File: config.mk
export PLATFORM = sky130hd
export DESIGN_NAME = spsp_status_pins
export DESIGN_NICKNAME = d
export VERILOG_FILES = /design/src/rtl/spsp_pkg.sv /design/src/rtl/spsp_status_pins.sv
export VERILOG_INCLUDE_DIRS = /design/src /design/src/rtl
export SDC_FILE = /design/constraint.sdc
export NUM_CORES = 1
export LEC_CHECK = 0
export BUFFER_PORTS_ARGS = -buffer_cell sky130_fd_sc_hd__buf_2
export CAP_MARGIN = 25
export CORE_AREA = 2 2 39 41
export DETAILED_ROUTE_END_ITERATION = 10
export DIE_AREA = 0 0 41 43
export GPL_ROUTABILITY_DRIVEN = 0
export HOLD_SLACK_MARGIN = 0.05
export SYNTH_ARGS = -nofsm -noshare
export SYNTH_HDL_FRONTEND = slang
export SYNTH_SLANG_ARGS = --single-unit
File: constraint.sdc
create_clock -name core_clk -period 1.1 [get_ports core_clk]
set_clock_uncertainty 0.2 [all_clocks]
set_input_delay 0.165 -clock core_clk [delete_from_list [all_inputs] [get_ports core_clk]]
set_output_delay 0.165 -clock core_clk [all_outputs]
set_load 0.1 [all_outputs]
File: src/rtl/spsp_map.svh
// Constants for the standalone port status pin block.
// Assumes inclusion by bare name from the design file.
`ifndef SPSP_MAP_SVH
`define SPSP_MAP_SVH

// Orientation encodings
`define SPSP_ORIENT_CC1      1'h0
`define SPSP_ORIENT_CC2      1'h1
// Plug-present encodings
`define SPSP_PLUG_NONE       1'h0
`define SPSP_PLUG_BOTH       1'h1
// Reset values
`define SPSP_OC_N_RST        1'h1
`define SPSP_BIT_RST         1'h0
// Both synchroniser stages clear to all zero
`define SPSP_SYNC_RST        5'h00

`endif

File: src/rtl/spsp_pkg.sv
// Types shared by the standalone port status pin block.
// Assumes no surroundings beyond the compiler.
package spsp_pkg;
   // Standalone operating role
   typedef enum logic [1:0] {
      SPSP_ROLE_OFF = 2'h0,
      SPSP_ROLE_DFP = 2'h1,
      SPSP_ROLE_UFP = 2'h3
   } spsp_role_type;
endpackage

File: src/rtl/spsp_status_pins.sv
// Standalone port status pins: plug-present, orientation, overcurrent, power enable.
// Assumes detection inputs are asynchronous levels from analog comparators and
// pins; the role comes from configuration logic on core_clk.
// Detection inputs are steady levels; a glitch shorter than one clock may go unseen.
`include "spsp_map.svh"
`timescale 1ns/10ps
`default_nettype none

module spsp_status_pins (
   // Clock and reset
   input  wire logic                  core_clk,
   input  wire logic                  sys_rst,
   // Configuration (same clock domain)
   input  wire spsp_pkg::spsp_role_type role,
   // Detection levels (asynchronous)
   input  wire logic                  cableAttached,
   input  wire logic                  rdOnCc2,
   input  wire logic                  cc2Higher,
   input  wire logic                  overcurrentSense,
   // Hub pin (asynchronous)
   input  wire logic                  vbus_switch_enable_in,
   // Status pins
   output logic                       plugPresent,
   output logic                       orientation,
   output logic                       overcurrent_flag_n,
   output logic                       power_switch_irq,
   output logic                       portSwitchEnable
);

   // ------------------------------------------------------------
   // Input synchronisers
   // ------------------------------------------------------------
   logic [4:0] syncA_reg;
   logic [4:0] syncB_reg;

   // Two flops on every asynchronous level before any logic reads it
   // Reset clears both stages so a stale level never leaks past a reset
   always_ff @(posedge core_clk) begin
      if (sys_rst) begin
         syncA_reg <= `SPSP_SYNC_RST;
         syncB_reg <= `SPSP_SYNC_RST;
      end else begin
         syncA_reg <= {vbus_switch_enable_in, overcurrentSense, cc2Higher, rdOnCc2,
                       cableAttached};
         syncB_reg <= syncA_reg;
      end
   end

   logic attachS, rdCc2S, cc2HiS, ocS, pwrEnS;
   assign {pwrEnS, ocS, cc2HiS, rdCc2S, attachS} = syncB_reg;

   // ------------------------------------------------------------
   // Decode helpers
   // ------------------------------------------------------------
   function automatic logic isStandalone(input spsp_pkg::spsp_role_type r);
      isStandalone = (r == spsp_pkg::SPSP_ROLE_DFP) || (r == spsp_pkg::SPSP_ROLE_UFP);
   endfunction

   function automatic logic isDfp(input spsp_pkg::spsp_role_type r);
      isDfp = (r == spsp_pkg::SPSP_ROLE_DFP);
   endfunction

   function automatic logic isUfp(input spsp_pkg::spsp_role_type r);
      isUfp = (r == spsp_pkg::SPSP_ROLE_UFP);
   endfunction

   // ------------------------------------------------------------
   // Attach and orientation
   // ------------------------------------------------------------
   logic plugNext;
   logic orientNext;

   assign plugNext = (isStandalone(role) && attachS) ? `SPSP_PLUG_BOTH : `SPSP_PLUG_NONE;

   always_comb begin
      if (plugNext != `SPSP_PLUG_BOTH) begin
         orientNext = `SPSP_ORIENT_CC1;
      end else if (isDfp(role)) begin
         orientNext = rdCc2S ? `SPSP_ORIENT_CC2 : `SPSP_ORIENT_CC1;
      end else begin
         orientNext = cc2HiS ? `SPSP_ORIENT_CC2 : `SPSP_ORIENT_CC1;
      end
   end

   // autonomous orientation drive
   // Both pins change on the same edge, so orientation is never seen stale
   always_ff @(posedge core_clk) begin
      if (sys_rst) begin
         plugPresent <= `SPSP_BIT_RST;
         orientation <= `SPSP_BIT_RST;
      end else begin
         plugPresent <= plugNext;
         orientation <= orientNext;
      end
   end

   // ------------------------------------------------------------
   // Overcurrent and power enable
   // ------------------------------------------------------------
   logic ocEvent;

   assign ocEvent = isDfp(role) && ocS;

   // active-low overcurrent
   // Flag and interrupt update on the same edge from ocEvent
   always_ff @(posedge core_clk) begin
      if (sys_rst) begin
         overcurrent_flag_n <= `SPSP_OC_N_RST;
         power_switch_irq   <= `SPSP_BIT_RST;
      end else begin
         overcurrent_flag_n <= ~ocEvent;
         power_switch_irq   <= ocEvent;
      end
   end

   // hub power enable
   // Outside DFP mode the hub pin has no meaning, so the switch stays off
   always_ff @(posedge core_clk) begin
      if (sys_rst) begin
         portSwitchEnable <= `SPSP_BIT_RST;
      end else begin
         portSwitchEnable <= isDfp(role) && pwrEnS;
      end
   end

   // ------------------------------------------------------------
   // Checks: attach and orientation
   // ------------------------------------------------------------
   // Pin to pin: in a standalone role the raw attach level shows three edges later
   chk_plug_follows: assert property (@(posedge core_clk) disable iff (sys_rst)
      (!$past(sys_rst, 3) && !$past(sys_rst, 2) && !$past(sys_rst) &&
       isStandalone($past(role))) |-> (plugPresent == $past(cableAttached, 3)))
      else $error("plug-present does not follow the attach level");

   // A synchronised attach in a standalone role raises plug-present on the next edge
   chk_plug_attach: assert property (@(posedge core_clk) disable iff (sys_rst)
      (isStandalone(role) && attachS) |=> plugPresent)
      else $error("plug-present low with a cable attached");

   // The OFF role never reports a cable, whatever the detector says
   chk_plug_role_off: assert property (@(posedge core_clk) disable iff (sys_rst)
      !isStandalone(role) |=> !plugPresent)
      else $error("plug-present high outside the standalone roles");

   chk_plug_empty: assert property (@(posedge core_clk) disable iff (sys_rst)
      (isStandalone(role) && !attachS) |=> !plugPresent)
      else $error("plug-present high with nothing attached");

   chk_dfp_orient: assert property (@(posedge core_clk) disable iff (sys_rst)
      (isDfp(role) && attachS) |=> (orientation == $past(rdCc2S)))
      else $error("DFP orientation wrong");

   // Pin to pin: DFP orientation is the raw Rd side three edges later
   chk_dfp_pin_orient: assert property (@(posedge core_clk) disable iff (sys_rst)
      (!$past(sys_rst, 3) && !$past(sys_rst, 2) && !$past(sys_rst) && isDfp($past(role)) &&
       $past(cableAttached, 3)) |-> (orientation == $past(rdOnCc2, 3)))
      else $error("DFP orientation does not follow the Rd side");

   chk_ufp_orient: assert property (@(posedge core_clk) disable iff (sys_rst)
      (isUfp(role) && attachS) |=> (orientation == $past(cc2HiS)))
      else $error("UFP orientation wrong");

   // Pin to pin: UFP orientation is the raw higher-CC level three edges later
   chk_ufp_pin_orient: assert property (@(posedge core_clk) disable iff (sys_rst)
      (!$past(sys_rst, 3) && !$past(sys_rst, 2) && !$past(sys_rst) && isUfp($past(role)) &&
       $past(cableAttached, 3)) |-> (orientation == $past(cc2Higher, 3)))
      else $error("UFP orientation does not follow the higher CC");

   chk_orient_auto: assert property (@(posedge core_clk) disable iff (sys_rst)
      ($stable(role) && isDfp(role) && $rose(rdCc2S) && attachS) |=> orientation)
      else $error("orientation did not follow Rd move");

   // ------------------------------------------------------------
   // Checks: overcurrent, power and idle orientation
   // ------------------------------------------------------------
   chk_oc_low: assert property (@(posedge core_clk) disable iff (sys_rst)
      (isDfp(role) && ocS) |=> !overcurrent_flag_n)
      else $error("overcurrent flag not low");

   // Flag stays released unless a DFP overcurrent is sensed, so UFP and OFF never pull it
   chk_oc_idle: assert property (@(posedge core_clk) disable iff (sys_rst)
      !(isDfp(role) && ocS) |=> overcurrent_flag_n)
      else $error("overcurrent flag low without overcurrent");

   // Flag and interrupt must never be caught apart, not even for one edge
   chk_oc_irq_tie: assert property (@(posedge core_clk) disable iff (sys_rst)
      ##1 (overcurrent_flag_n == !power_switch_irq))
      else $error("flag and interrupt disagree");

   // The interrupt rises on the same sensed condition that pulls the flag low
   chk_oc_irq_set: assert property (@(posedge core_clk) disable iff (sys_rst)
      (isDfp(role) && ocS) |=> power_switch_irq)
      else $error("interrupt low during overcurrent");

   // In DFP the switch follows the synchronised hub request one edge later
   chk_pwr_enable: assert property (@(posedge core_clk) disable iff (sys_rst)
      isDfp(role) |=> (portSwitchEnable == $past(pwrEnS)))
      else $error("switch enable does not follow hub");

   // Outside the DFP role the hub pin has no effect on the switch
   chk_pwr_off: assert property (@(posedge core_clk) disable iff (sys_rst)
      !isDfp(role) |=> !portSwitchEnable)
      else $error("switch enabled outside the DFP role");

   // Orientation means nothing without a cable, so it must rest at CC1
   chk_orient_idle: assert property (@(posedge core_clk) disable iff (sys_rst)
      !plugPresent |-> !orientation)
      else $error("orientation set while detached");

endmodule

`default_nettype wire

==> metrics.csv <==
stage,metric,value,unit
yosys,"Top FF cell, synth",dfxtp_1,
sta,final worst slack,-57.7,ps
setup_path,crit path max fanout,1,
drt,1st-pass router iterations,4,
yosys,most common cell in the netlist,dfxtp_1,
setup_path,"Req. time, crit path",730,ps
floorplan,core area,0.00138,mm2
setup_path,arrival time worst endpoint,790,ps
power_and_ir_drop,Max VDD drop,794,uV
finish,Multi-input gate area,124,um2
setup_path,worst path cell trace,buf_12,
floorplan,Initial Util,31.0,%
floorplan,DIE WIDTH,41,um
flow_run,MaxCap Viol Count,0,
finish,Final #Nets,65,
yosys,Synth cell types,9,
outcome,outcome,"finished, violations left",
clock_network,clock slew at reported path FFs,80,ps
power_and_ir_drop,Gate power share,8.1,%
outcome,violated checks,"negative hold slack, negative setup slack",
clock_network,CTS H-tree depth,1,
setup_path,CP peak stage delay,350,ps
floorplan,Die Height,43,um
sta,unrepaired setup endpoints after global routing,yes,
drt,vias per inst,3.99,
sta,setup TNS,-270,ps
power_and_ir_drop,Net Sw Power,0.200,mW
drt,DR WL/cell,8.94,um
setup_path,Crit Path Class,reg -> out,
clock_network,clock sink count,15,
yosys,top-area cell type share of the netlist area,70.0,%
floorplan,die area,0.00176,mm2
clock_network,clk root buf,clkbuf_4,
setup_path,Top delay family on crit path,flip-flops,
yosys,gate count after technology mapping,33,
placement,IO Port Bufs,13,
setup_path,CP startpoint kind,flip-flop,
setup_path,WP buf/inv,1,
finish,Post-Layout Inst Area,676,um2
hold_path,Tightest Hold Check Type,in -> reg,
finish,sequential cell area,307,um2
placement,DP Area,598,um2
setup_path,CP max stage cell,dfxtp_2,
clock_network,CTS tree,yes,
clock_network,Clock Latency Late Sink,270,ps
drt,vias,283,
yosys,Synth top cells by count,"dfxtp_1 (15), nor2b_1 (10), and2_1 (2)",
yosys,Syn Std Cell Area,429,um2
floorplan,Top Ports,14,
sta,"Hold Violations, Final",2,
yosys,"top cells by area, synth","dfxtp_1 (70%), nor2b_1 (15%), nor2b_4 (3.2%), and2_1 (2.9%), nor3b_2 (2.9%)",
sta,final worst-path cycle share,105,%
global_routing,first-pass GRT wire length,1060,um
yosys,async set or reset register ratio after synthesis,0,%
global_routing,vias in the first global route,293,
clock_network,hold_buf cts,5,
power_and_ir_drop,power share of the sequential group,60.3,%
global_routing,GRT Util Overall,10.1,%
yosys,Synth Register Bits,15,
drt,DR iter-0 viols,2,
sta,min cycle time layout,1160,ps
power_and_ir_drop,P_int,0.740,mW
drt,drt drc,0,
finish,area grow syn2layout,57.4,%
sta,WHS,-78.6,ps
power_and_ir_drop,pwr dens,1390,mW/mm2
yosys,Yosys top cell by area,dfxtp_1,
power_and_ir_drop,Lkg Pwr,0.288,nW
setup_path,FF-to-FF setup slack,200,ps
sta,Slew @ Worst Pin,243,ps
power_and_ir_drop,Clock power frac,31.6,%
clock_network,post-CTS resize count,0,
floorplan,row cnt,14,
clock_network,number of CTS-inserted buffers,3,
sta,final-report max-slew violation count,0,
setup_path,CP endpoint kind,output pin,
sta,max_slew headroom,83.4,%
drt,Post-Route WL,635,um
sta,Max Fclk,0.864,GHz
yosys,"EDFF count, synth",0,
finish,fraction of layout cells with a size suffix above 1,45.5,%
finish,fillcell total,125,
global_routing,global route overflow,0,
finish,Inserted Diodes,0,
yosys,"Seq/Total Area, Yosys",70.0,%
global_routing,pin count of the biggest net entering global routing,11,
clock_network,maximum clock path buffer count,2,
power_and_ir_drop,Switching Share,21.2,%
yosys,synthesized net count,42,
finish,Final Core Density,48.8,%
sta,Final setup viols,5,
clock_network,buffers inserted by post-CTS timing repair,0,
yosys,syn avg cell area,13.0,um2
yosys,synth warn,0,
placement,HPWL after DPL,437,um
drt,Final ANT Viol Nets,0,
global_routing,initial antenna violation count,0,
==> layout by cell type (no fill, tap or decap) <==
cell type and n:
dfxtp_1 10, dlygate4sd3_1 5, clkinv_2 1, buf_4 1, nand2_1 1, nor3b_2 1
mux2i_1 1, buf_2 8, buf_12 5, nor2b_1 10, and3b_1 1, dfxtp_2 5
nor2b_4 1, clkbuf_4 3, and2_1 2
==> metal layers <==
metal / routed length [um] / GRT usage, %
met1: 221 / 7.31
met2: 339 / 16.9
met3: 58 / 7.85
met4: 16 / 6.00
met5: 0 / 0
==> path summary, 6_finish.rpt <==
kind | depth (start not counted) | end | start
max | 1 | power_switch_irq | power_switch_irq
min | 3 | overcurrent_flag_n | role[1]
max reg2reg | 2 | orientation | syncB_reg[2]
min reg2reg | 1 | overcurrent_flag_n | syncB_reg[3]
==> through the flow <==
stage                     setup slack, ps  std cells  power (mW)
after floorplan                       109         33       0.613
after global placement                179         62       0.641
after detailed placement              174         62       0.643
after global routing                -90.5         71       0.997
final                               -57.7         71       0.939
after CTS                           -76.1         71       0.956
==> area by class of cell <==
type                       instances  area share (%)
timing repair buffer              19            29.3
sequential                        15            45.4
multi-input combinational         17            18.3
clock inverter                     1           0.741
tap                               16            2.96
clock buffer                       3            3.33
==> power groups by stage <==
stage / Combinational [mW] / Clock (mW) / Sequential, mW
floorplan: 0.0226 / 0 / 0.591
global placement: 0.0621 / 0 / 0.579
detailed placement: 0.0630 / 0 / 0.580
CTS: 0.0764 / 0.313 / 0.567
global route: 0.0825 / 0.345 / 0.569
finish: 0.0763 / 0.297 / 0.566
==> logic make-up after synthesis <==
| kind of cell | Yosys count | synth area share, % |
|---|---|---|
| buffers and inverters | 1 | 1.17 |
| multiplexers | 1 | 2.33 |
| flip-flops | 15 | 70.0 |
| AND/OR/NAND/NOR | 16 | 26.5 |
==> timing repair <==
item / in CTS / in global routing
endpoints found under the hold margin: 14 / 12
pin swaps: 0 / 0
endpoints found under the setup margin: 5 / 5
No activity file was read; power rests on OpenSTA's default activity.
